File: src/hdl/frp_pkg.sv
// Constants and carrier types for the floppy rate, precompensation and media registers.
// Assumes a 12-bit APB byte address and a 200 MHz controller clock.
package frp_pkg;

    // Printed register indexes; byte address is four times the index
    localparam logic [9:0]  IDX_TAPE_MEDIA   = 10'h3f3;
    localparam logic [9:0]  IDX_RATE_WRITE_SHIFT_SELECT = 10'h3f4;
    localparam logic [9:0]  IDX_CFG_RATE     = 10'h3f7;
    localparam logic [11:0] ADDR_TAPE_MEDIA   = {IDX_TAPE_MEDIA, 2'b00};
    localparam logic [11:0] ADDR_RATE_WRITE_SHIFT_SELECT = {IDX_RATE_WRITE_SHIFT_SELECT, 2'b00};
    localparam logic [11:0] ADDR_CFG_RATE     = {IDX_CFG_RATE, 2'b00};
    localparam logic [11:0] ADDR_STATUS       = 12'h000;

    // Rate/precompensation register fields
    localparam int          RP_RATE_LSB    = 0;
    localparam int          RP_WRITE_SHIFT_SELECT_LSB = 2;
    localparam int          RP_LOWPWR_BIT  = 6;
    localparam int          RP_SWRST_BIT   = 7;
    localparam logic [1:0]  RATE_CODE_RST  = 2'h2;
    localparam logic [2:0]  WRITE_SHIFT_SELECT_RST    = 3'h0;
    localparam logic [2:0]  WRITE_SHIFT_SELECT_OFF    = 3'h7;
    localparam logic [2:0]  WRITE_SHIFT_SELECT_DEF    = 3'h0;

    // Boot/media configuration bit positions
    localparam int          BM_INV1_BIT = 3;
    localparam int          BM_INV0_BIT = 2;

    // Precompensation timing
    localparam int          CLK_PERIOD_PS   = 5000;
    localparam int          WRITE_SHIFT_SELECT_STEP_PS = 41670;
    localparam int          DEF_2M_PS       = 20800;
    localparam int          DEF_1M_PS       = 41670;
    localparam int          DEF_SLOW_PS     = 125000;
    localparam logic [5:0]  DEF_2M_CYC   = 6'((DEF_2M_PS + CLK_PERIOD_PS - 1) / CLK_PERIOD_PS);
    localparam logic [5:0]  DEF_1M_CYC   = 6'((DEF_1M_PS + CLK_PERIOD_PS - 1) / CLK_PERIOD_PS);
    localparam logic [5:0]  DEF_SLOW_CYC = 6'((DEF_SLOW_PS + CLK_PERIOD_PS - 1) / CLK_PERIOD_PS);

    typedef enum logic [4:0] {
        RATE_250K = 5'h01,
        RATE_300K = 5'h02,
        RATE_500K = 5'h04,
        RATE_1M   = 5'h08,
        RATE_2M   = 5'h10
    } frp_rate_t;

    typedef struct packed {
        logic        psel;
        logic        penable;
        logic        pwrite;
        logic [11:0] paddr;
        logic [31:0] pwdata;
    } frp_apb_req_t;

    typedef struct packed {
        logic [31:0] prdata;
        logic        pready;
        logic        pslverr;
    } frp_apb_rsp_t;

    typedef struct packed {
        logic       enhanced2;
        logic       ident;
        logic [1:0] driveOpt;
        logic [7:0] driveTypeCfg;
        logic [7:0] bootMediaCfg;
        logic [1:0] driveRateType;
        logic [1:0] driveSel;
    } frp_cfg_t;

    typedef struct packed {
        frp_apb_rsp_t rsp;
        logic [1:0]   tapeSel;
        logic [1:0]   rateCode;
        logic [2:0]   write_shift_select;
        logic         lowPower;
        logic         swRstBit;
        logic         softResetPulse;
        logic [1:0]   mediaSense;
        logic         density;
        logic [1:0]   ratePinOut;
        logic [1:0]   ratePinOen;
        frp_rate_t    dataRate;
        logic [5:0]   shiftCycles;
        logic         precompActive;
    } frp_state_t;

endpackage

File: src/hdl/frp_rate_regs.sv
// Rate select, write precompensation and tape/media registers of a floppy controller.
// Assumes an APB master, configuration held elsewhere and drive pins synchronous to clk.
// Function
// Enhanced mode two: rate pins are inputs, shown on media bits 7 and 6.
// Media sense bits ignore hardware and software resets.
// Bit 7 is second media pin, inverted when boot/media bit 3 set.
// Bit 6 is first media pin, inverted when boot/media bit 2 set.
// Bits 5:4 are the drive-type pair of the last selected drive.
// Bits 3:2 mirror boot/media configuration bits 1:0.
// Bits 1:0 are a read/write tape select in every mode.
// Rate select is write only; last write of it or config rate wins.
// Hardware reset loads 02h; software reset leaves it.
// Rate code and drive-rate type decode into the data rate.
// Density output follows rate code, polarity set by ident.
// Drive option 00 drives rate pins with the rate code bits.
// Bits 4:2 choose precompensation shift; 111 off, 000 default.
// Precompensation starts at a programmable track, track 0 by default.
// Host writes bit 5 as zero.
// Writing bit 6 enters manual low power.
// Software reset or data/status access leaves low power.
// Bit 7 issues a software reset and clears itself.
// Legacy hosts set rate through the config rate register.
// Config rate register is write only, bits 1:0, reset to 10.
// Default shift is 20.8 ns at 2M, 41.67 ns at 1M, else 125 ns.
// Normal mode: tape/media bits 7:2 are not driven.
// An outside setting picks normal or enhanced tape/media layout.
`timescale 1ns/10ps
`default_nettype none

module frp_rate_regs #(
    parameter int TRACK_W = 8
) (
    input  wire logic                 clk,
    input  wire logic                 rstn,
    input  wire logic                 ce,
    input  wire frp_pkg::frp_apb_req_t apbReq,
    output var  frp_pkg::frp_apb_rsp_t apbRsp,
    input  wire frp_pkg::frp_cfg_t    cfg,
    input  wire logic                 swResetIn,
    input  wire logic                 hostStatusAccess,
    input  wire logic [TRACK_W-1:0]   curTrack,
    input  wire logic [TRACK_W-1:0]   precompStartTrack,
    input  wire logic                 ratePinLowIn,
    input  wire logic                 ratePinHighIn,
    output logic                      ratePinLowOut,
    output logic                      ratePinLowOen,
    output logic                      ratePinHighOut,
    output logic                      ratePinHighOen,
    output logic                      densitySelectOut,
    output frp_pkg::frp_rate_t        dataRate,
    output logic [5:0]                shiftCycles,
    output logic                      precompActive,
    output logic                      lowPower,
    output logic                      softResetPulse
);
    import frp_pkg::*;

    frp_state_t st;
    frp_state_t next_st;

    logic       setupPh;
    logic       accessPh;
    logic       wrTape;
    logic       wrRate;
    logic       wrCfgRate;
    logic       softHit;
    logic [1:0] mediaNow;
    logic [1:0] driveTypeNow;
    logic [7:0] tapeRead;

    function automatic frp_rate_t decodeRate(input logic [1:0] code, input logic [1:0] drt);
        frp_rate_t r;
        r = RATE_250K;
        unique case (code)
            2'b11: r = RATE_1M;
            2'b00: r = RATE_500K;
            2'b10: r = RATE_250K;
            2'b01:
            begin
                if (drt == 2'b01)
                    r = RATE_500K;
                else if (drt == 2'b10)
                    r = RATE_2M;
                else
                    r = RATE_300K;
            end
        endcase
        return r;
    endfunction

    function automatic logic [5:0] shiftOf(input logic [2:0] code, input frp_rate_t rate);
        logic [5:0] c;
        int         ps;
        c  = 6'h00;
        ps = int'(code) * WRITE_SHIFT_SELECT_STEP_PS;
        if (code == WRITE_SHIFT_SELECT_OFF)
            c = 6'h00;
        else if (code == WRITE_SHIFT_SELECT_DEF)
        begin
            if (rate == RATE_2M)
                c = DEF_2M_CYC;
            else if (rate == RATE_1M)
                c = DEF_1M_CYC;
            else
                c = DEF_SLOW_CYC;
        end
        else
            c = 6'((ps + CLK_PERIOD_PS - 1) / CLK_PERIOD_PS);
        return c;
    endfunction

    assign setupPh   = apbReq.psel && !apbReq.penable;
    assign accessPh  = apbReq.psel && apbReq.penable && st.rsp.pready;
    assign wrTape    = accessPh && apbReq.pwrite && apbReq.paddr == ADDR_TAPE_MEDIA;
    assign wrRate    = accessPh && apbReq.pwrite && apbReq.paddr == ADDR_RATE_WRITE_SHIFT_SELECT;
    assign wrCfgRate = accessPh && apbReq.pwrite && apbReq.paddr == ADDR_CFG_RATE;
    assign softHit   = swResetIn || (wrRate && apbReq.pwdata[RP_SWRST_BIT]);

    // Media levels pass through the configured inversion
    assign mediaNow = {ratePinHighIn ^ cfg.bootMediaCfg[BM_INV1_BIT],
                       ratePinLowIn ^ cfg.bootMediaCfg[BM_INV0_BIT]};
    assign driveTypeNow = cfg.driveTypeCfg[{cfg.driveSel, 1'b0} +: 2];

    always_comb
    begin
        if (cfg.enhanced2)
            tapeRead = {st.mediaSense, driveTypeNow, cfg.bootMediaCfg[1:0], st.tapeSel};
        else
            tapeRead = {6'h00, st.tapeSel};
    end

    always_comb
    begin
        next_st = st;
        next_st.mediaSense = mediaNow;
        next_st.rsp.pready = 1'b0;
        next_st.rsp.pslverr = 1'b0;
        next_st.softResetPulse = 1'b0;
        next_st.swRstBit = 1'b0;

        // One wait-free access phase; read data fixed at the setup edge
        if (setupPh && !st.rsp.pready)
        begin
            next_st.rsp.pready = 1'b1;
            next_st.rsp.prdata = 32'h0000_0000;
            unique case (apbReq.paddr)
                ADDR_TAPE_MEDIA:
                    if (!apbReq.pwrite)
                        next_st.rsp.prdata = {24'h00_0000, tapeRead};
                ADDR_STATUS:
                    if (!apbReq.pwrite)
                        next_st.rsp.prdata = {16'h0000, 3'h0, st.lowPower,
                                              st.dataRate, st.write_shift_select,
                                              st.rateCode, st.tapeSel};
                ADDR_RATE_WRITE_SHIFT_SELECT,
                ADDR_CFG_RATE:
                    next_st.rsp.prdata = 32'h0000_0000;
                default:
                    next_st.rsp.pslverr = 1'b1;
            endcase
        end

        if (wrTape)
            next_st.tapeSel = apbReq.pwdata[1:0];
        // Whichever register was written last sets the rate
        if (wrCfgRate)
            next_st.rateCode = apbReq.pwdata[1:0];
        if (wrRate)
        begin
            next_st.rateCode = apbReq.pwdata[RP_RATE_LSB +: 2];
            // Bit 5 carries nothing and is dropped
            next_st.write_shift_select = apbReq.pwdata[RP_WRITE_SHIFT_SELECT_LSB +: 3];
        end

        // Leaving low power first, so a new power-down write in the same cycle sticks
        if (softHit || hostStatusAccess)
            next_st.lowPower = 1'b0;
        if (wrRate && apbReq.pwdata[RP_LOWPWR_BIT])
            next_st.lowPower = 1'b1;
        if (softHit)
        begin
            next_st.softResetPulse = 1'b1;
            next_st.swRstBit = wrRate && apbReq.pwdata[RP_SWRST_BIT];
        end

        next_st.dataRate = decodeRate(next_st.rateCode, cfg.driveRateType);
        next_st.density = cfg.ident ~^ (next_st.rateCode == 2'b11 ||
                                        next_st.rateCode == 2'b00);
        if (cfg.enhanced2)
        begin
            next_st.ratePinOut = 2'b00;
            next_st.ratePinOen = 2'b11;
        end
        else if (cfg.driveOpt == 2'b00)
        begin
            next_st.ratePinOut = next_st.rateCode;
            next_st.ratePinOen = 2'b00;
        end
        else
        begin
            next_st.ratePinOut = 2'b00;
            next_st.ratePinOen = 2'b11;
        end
        next_st.shiftCycles = shiftOf(next_st.write_shift_select, next_st.dataRate);
        next_st.precompActive = curTrack >= precompStartTrack;

        // Hardware reset; the media bits keep tracking their pins
        if (!rstn)
        begin
            next_st = '0;
            next_st.mediaSense = mediaNow;
            next_st.rateCode = RATE_CODE_RST;
            next_st.write_shift_select = WRITE_SHIFT_SELECT_RST;
            next_st.dataRate = RATE_250K;
            next_st.density = !cfg.ident;
            next_st.ratePinOen = 2'b11;
            next_st.shiftCycles = DEF_SLOW_CYC;
        end
    end

    // Reset acts even while the clock enable holds state
    always_ff @(posedge clk)
    begin
        if (ce || !rstn)
            st <= next_st;
    end

    assign apbRsp           = st.rsp;
    assign ratePinLowOut    = st.ratePinOut[0];
    assign ratePinHighOut   = st.ratePinOut[1];
    assign ratePinLowOen    = st.ratePinOen[0];
    assign ratePinHighOen   = st.ratePinOen[1];
    assign densitySelectOut = st.density;
    assign dataRate         = st.dataRate;
    assign shiftCycles      = st.shiftCycles;
    assign precompActive    = st.precompActive;
    assign lowPower         = st.lowPower;
    assign softResetPulse   = st.softResetPulse;

    logic tapeRd;
    assign tapeRd = setupPh && ce && !st.rsp.pready && !apbReq.pwrite
                    && apbReq.paddr == ADDR_TAPE_MEDIA;
endmodule

`default_nettype wire
File: config.mk
export PLATFORM = sky130hd
export DESIGN_NAME = frp_rate_regs
export DESIGN_NICKNAME = d
export VERILOG_FILES = /design/src/hdl/frp_pkg.sv /design/src/hdl/frp_rate_regs.sv
export SDC_FILE = /design/constraint.sdc
export NUM_CORES = 1
export LEC_CHECK = 0
export BUFFER_PORTS_ARGS = -buffer_cell sky130_fd_sc_hd__buf_2
export CORE_AREA = 2 2 158 83
export DETAILED_ROUTE_END_ITERATION = 7
export DIE_AREA = 0 0 160 85
export PLACE_DENSITY = 0.72
export SLEW_MARGIN = 25
export SYNTH_ARGS = -nofsm -noshare
export SYNTH_HDL_FRONTEND = slang
export SYNTH_SLANG_ARGS = --single-unit
File: constraint.sdc
create_clock -name clk -period 10.4 [get_ports clk]
set_clock_uncertainty 0.2 [all_clocks]
set_input_delay 1.56 -clock clk [delete_from_list [all_inputs] [get_ports clk]]
set_output_delay 1.56 -clock clk [all_outputs]
set_load 0.02 [all_outputs]
==> flow_summary.ini, run 1 <==
[outcome]
status = finished, final reports clean

[detailed_routing]
totalWireLength_mm = 17.2
ant_nets = 0
first_pass_iters = 5
via_per_inst = 5.92
num_vias = 5396
detail_route.iter0.violations = 569
drc = 0
wl_per_cell_um = 18.8

[critical_path]
cp.arrival_ns = 9.91
cp_num_buf_inv = 2
timing.rr.start = apbRsp[1]$_SDFFCE_PN0P_
r2r_slack_ns = 1.66
worstSetupStartpointType = input port
r2r_end = shiftCycles[1]$_SDFFCE_PP0P_
critical_path_class = input port to register
path_depth = 29
cp_max_fo = 5
worst_path_max_delay_cell = or4_1
cpLargestDelayFamily = simple AND/OR/NAND/NOR gates
required_ns = 10.32
critPathCaptureType = register
reg2reg_depth = 28
cp_slowest_stage_delay_ns = 0.62

[yosys]
syn_area_per_cell_um2 = 8.35
synth_top_area_share_pct = 23.6
synth-main-ff-cell = edfxtp_1
synth_seq_area_share_pct = 23.6
synth_common_cells = nor2_1 (52), buf_4 (46), edfxtp_1 (42)
synth_area_leader_cell = edfxtp_1
synthCells = 640
yosysWarnings = 0
synth_seq_cells = 42
syn_area_um2 = 5340
yosysMostFrequentCell = nor2_1
synth-edff-count = 42
ys_types = 81
synthArstFlopShare_pct = 0
synthTopCellsByArea = edfxtp_1 (24%), ha_1 (8.2%), buf_4 (6.5%)

[hold_path]
hold_path_end = apbRsp[9]$_SDFFCE_PN0P_
hp-start = st[18]$_DFFE_PP_
hold_path_class = register to register
hold_depth = 2

[grt]
grt_antenna_before_repair = 0
grt_remaining_overflow = 0
globalRouteTotalUtil_pct = 24.7
grt_pass1_wl_mm = 26.6
grt_pass1_vias = 4869
grt_start_max_net_pins = 27

[timing]
slew_headroom_pct = 55.7
grt_setup_unrepaired = false
setup_violations = 0
slew_violations = 0
fin_hold_ws_ns = 0.376
hold_viol = 0
fin_crit_sh_pct = 96.0
clock.fmax_mhz = 100
final.setup.tns_ns = 0
min_period_ns = 9.98
worst_slew_pin_slew_ns = 0.646

[clock_network]
clkTransAtPathRegs_ns = 0.06
cts-buffers-inserted = 5
clk_latency_ns = 0.29
ctsRootBufferMaster = clkbuf_16
h-tree-depth = 2
cts_tree = yes
cts.sinks = 42
clk_path_buf_depth = 2

[floorplanning]
die_w_um = 160
ios = 147
start_util_pct = 43.6
rows = 29
dieArea_um2 = 13600
core-area_um2 = 12300
die_h_um = 85

[final_layout]
area_growth_pct = 16.8
fin_nets = 871
drive_above_1_share_pct = 26.3
antennaDiodeCount = 0

[placement]
port_buffers = 98
gp_congestion = 0.985
hpwl_mm = 14.0

[flow_run]
max-cap-violations = 0

[pwr]
p_leak_uw = 0.00259
power_uw = 757
ir_drop_mv = 0.0673
p_per_area_nw_per_um2 = 121
## worst max path at each step
stage | start | end | slack [ns]
after global placement | apbReq[33] | shiftCycles[1]$_SDFFCE_PP0P_ | 0.09
final | apbReq[33] | shiftCycles[1]$_SDFFCE_PP0P_ | 0.42
after CTS | apbReq[33] | shiftCycles[1]$_SDFFCE_PP0P_ | 0.29
after floorplan | apbReq[33] | shiftCycles[1]$_SDFFCE_PP0P_ | 0.10
after detailed placement | apbReq[33] | shiftCycles[1]$_SDFFCE_PP0P_ | 0.04
after global routing | apbReq[33] | shiftCycles[1]$_SDFFCE_PP0P_ | 0.01
## layout make-up
class / instances / area (um2)
Timing Repair Buffer: 150 / 881
Clock inverter: 3 / 21.3
Fill cell: 1207 / 6020
Clock buffer: 5 / 125
Inverter: 31 / 116
Tap cell: 170 / 213
Multi-Input combinational cell: 511 / 3620
Sequential cell: 42 / 1260
## cell families (layout without fill, tap and decap cells)
group	after synthesis	count (layout)	share of synthesized area, %
and+or+nand+nor	242	242	24.1
AOI/OAI and AO/OA	158	158	21.9
buffers and inverters	105	189	10.7
xor gates and xnor gates	44	44	8.15
DFF	42	42	23.6
adders and majority gates	36	36	8.57
muxes	12	12	2.86
other	1	19	0.0702
## power breakdown
part / switching [uW] / total [uW] / internal, uW
Clock: 66.6 / 155 / 88.8
Combinational: 239 / 396 / 157
Sequential: 5.36 / 205 / 200
## worst min-delay path, cell delays in order (launching register included)
cell and delay, ns:
edfxtp_1 0.32, a22oi_1 0.06, nor2_1 0.08
## routing by layer
layer	GRT usage [%]	up-vias	routed length (um)
met2	32.8	300	6550
met1	39.8	2538	8500
li1	-	2545	-
met3	6.79	13	2050
met4	3.19	0	82
met5	0	-	0
## timing repair
action	4_1_cts	5_1_grt
resized for setup	0	7
hold buffers	0	0
buffers inserted	0	1
hold endpoints to repair	0	0
setup endpoints to repair	0	2
## metrics by stage
step	area (um2)	instances	setup slack (ns)	utilization, %
2_1_floorplan	5410	658	0.105	-
3_3_place_gp	6050	903	0.0934	49.3
3_5_place_dp	6050	903	0.0422	49.3
4_1_cts	6190	911	0.295	50.5
5_1_grt	6240	912	0.0132	50.9
6_report	6240	912	0.416	50.9
## cells in the final DEF (no fill, tap or decap), drive strengths merged, types with 11 or more instances in the layout
cell,synthesis,layout
buf,53,150
nor2,52,52
edfxtp,42,42
nand2,39,39
ha,35,35
a21oi,34,34
xnor2,32,32
inv,30,30
nor3,25,25
nand3,24,24
conb,1,19
o21ai,19,19
o211ai,14,14
and3,14,14
nand4,11,11
a211oi,11,11
## state kept, by name, summed over array words and instances (netlist names), 5 cells and up
register and cells:
dataRate 5, st 9, apbRsp 15, shiftCycles 6
Power figures use the tool's default switching activity.
==> inputs of run 2 (changes only) <==
Settings changed: ABC_AREA set to 1, CORE_AREA 2 2 158 83 to 2 2 157 82, DIE_AREA 0 0 160 85 to 0 0 159 84, PLACE_DENSITY 0.72 to 0.73.
==> run 2 against run 1 <==
  * Combinational power fell by 9.6%
  * Sequential power is essentially flat
  * Fmax is 11% higher
  * Synthesized area decreased by 0.26%
  * Clock-buffer cell count is the same
  * Routed wire length is 23% lower
==> flow_summary.ini, run 2 <==
[final_layout]
final_common_cell = nand2_1
fin_nets = 966
area_growth_pct = 10.8
final_cells = 1007
largest_reg_flops = 15
fill_cells = 1236
drive_above_1_share_pct = 21.3
antennaDiodeCount = 0
layout_common_cells = nand2_1 (190), inv_1 (98), buf_2 (98)
fin_util_pct = 48.5

[clock_network]
ctsRootBufferMaster = clkbuf_16
clk_path_buf_depth = 2
cts_hold_buf = 0
cts-buffers-inserted = 5
cts.sinks = 42
clk_latency_ns = 0.28
cts_resized = 0
h-tree-depth = 2
cts_setup_buffers = 0
cts_tree = yes
clkTransAtPathRegs_ns = 0.06

[critical_path]
critical_path_class = input port to register
cp_slowest_stage_delay_ns = 0.48
r2r_end = shiftCycles[1]$_SDFFCE_PP0P_
reg2reg_depth = 53
r2r_slack_ns = 2.39
critPathCaptureType = register
cp_common_cell = nand2_1
worstSetupStartpointType = input port
timing.rr.start = apbRsp[1]$_SDFFCE_PN0P_
cp.arrival_ns = 8.81
cp_max_fo = 23
required_ns = 10.24
worst_path_max_delay_cell = fa_1

[pwr]
p_per_area_nw_per_um2 = 129
power_uw = 762
switching_share_pct = 40.6
ir_drop_mv = 0.0726
pwr-share-clk_pct = 26.3
p_comb_share_pct = 46.9
seqPwrFrac_pct = 26.8
p_sw_uw = 309
p_leak_uw = 0.00301
internal_power_uw = 453

[detailed_routing]
via_per_inst = 4.95
wl_per_cell_um = 13.1
num_vias = 4986
totalWireLength_mm = 13.2
drc = 0
detail_route.iter0.violations = 511
ant_nets = 0
first_pass_iters = 5

[grt]
grt_remaining_overflow = 0
grt_pass1_vias = 4459
grt_pass1_wl_mm = 22.0
grt_start_max_net_pins = 27
globalRouteTotalUtil_pct = 20.0
grt_antenna_before_repair = 0

[yosys]
ys_types = 53
synth-main-ff-cell = edfxtp_1
synthCells = 766
yosysMostFrequentCell = nand2_1
syn_area_um2 = 5330
synth_area_leader_cell = edfxtp_1
yosysWarnings = 0
synth_seq_area_share_pct = 23.7
synth-edff-count = 42
synthArstFlopShare_pct = 0
synth_seq_cells = 42
synthTopCellsByArea = edfxtp_1 (24%), nand2_1 (13%), ha_1 (8.2%)
synth_top_area_share_pct = 23.7
synth_common_cells = nand2_1 (190), inv_1 (99), nor2_1 (82)
syn_area_per_cell_um2 = 6.96

[floorplanning]
die_w_um = 159
die_h_um = 84
core-area_um2 = 12200
ios = 147
start_util_pct = 43.7
rows = 29
dieArea_um2 = 13400

[placement]
place_inst = 999
port_buffers = 98
gp_congestion = 0.918
place_ws_ns = 1.34
hpwl_mm = 10.8

[outcome]
status = finished, final reports clean

[hold_path]
hold_depth = 2
hold_path_end = apbRsp[12]$_SDFFCE_PN0P_
hp-start = dataRate[3]$_SDFFCE_PN0P_
hold_path_class = register to register

[timing]
hold_viol = 0
slew_violations = 0
slew_headroom_pct = 38.1
final.setup.tns_ns = 0
fin_crit_sh_pct = 86.2
clock.fmax_mhz = 111
min_period_ns = 8.97
grt_setup_unrepaired = false
setup_violations = 0
setup_slack_ns = 1.43
worst_slew_pin_slew_ns = 0.923

[flow_run]
max-cap-violations = 0
==> run 2: routing by layer <==
layer	up-vias	global-route usage, %	share of wire (%)
met5	-	0	0
met4	0	2.64	0.49
met3	6	2.83	8.2
met2	190	28.3	38
met1	2256	32.2	53
li1	2534	-	-
==> run 2: per-stage QoR <==
stage                     hold WS (ns)  cell area [um2]
after floorplan                  0.346             5400
after global placement           0.365             5710
after detailed placement         0.358             5710
after CTS                        0.372             5910
after global routing             0.418             5910
final                            0.371             5910
==> run 2: kinds of logic (layout without fill, tap and decap cells) <==
logic type                 after synthesis  in the layout  share of synthesized area (%)
xor gates and xnor gates                34             34                           6.15
adders and majority gates               36             36                           8.59
AOI/OAI and AO/OA                       68             68                           8.48
and+or+nand+nor                        413            413                           37.1
other                                    1             19                         0.0704
buffers and inverters                  172            225                           16.0
DFF                                     42             42                           23.7
==> run 2: power by group through the flow <==
stage | Combinational, uW | Sequential [uW] | Clock, uW
global placement | 345 | 208 | 0
floorplan | 282 | 209 | 0
CTS | 352 | 204 | 204
detailed placement | 350 | 208 | 0
finish | 358 | 204 | 200
global route | 402 | 206 | 210
==> run 2: layout make-up <==
type	instances	area (um2)	area share (%)
Clock buffer	5	125	2.12
Sequential cell	42	1260	21.4
Multi-Input combinational cell	570	3290	55.7
Clock inverter	3	68.8	1.17
Tap cell	170	213	3.60
Timing Repair Buffer	101	513	8.68
Inverter	116	438	7.41
==> run 2: worst max-delay path by stage <==
stage | start | endpoint | slack [ns] | depth (start not counted)
after global placement | apbReq[33] | shiftCycles[1]$_SDFFCE_PP0P_ | 1.44 | 56
after CTS | apbReq[33] | shiftCycles[1]$_SDFFCE_PP0P_ | 1.63 | 56
final | apbReq[33] | shiftCycles[1]$_SDFFCE_PP0P_ | 1.43 | 56
after floorplan | apbReq[33] | shiftCycles[1]$_SDFFCE_PP0P_ | 2.60 | 53
after detailed placement | apbReq[33] | shiftCycles[1]$_SDFFCE_PP0P_ | 1.34 | 56
after global routing | apbReq[33] | shiftCycles[1]$_SDFFCE_PP0P_ | 0.61 | 55
==> run 2: critical path, delay by kind of cell <==
kind | cells | cell delay [ns]
buffers and inverters | 9 | 1.01
AND/OR/NAND/NOR | 41 | 4.72
AO/OA/AOI/OAI | 3 | 0.47
adder cells (fa/ha/maj) | 3 | 1.04
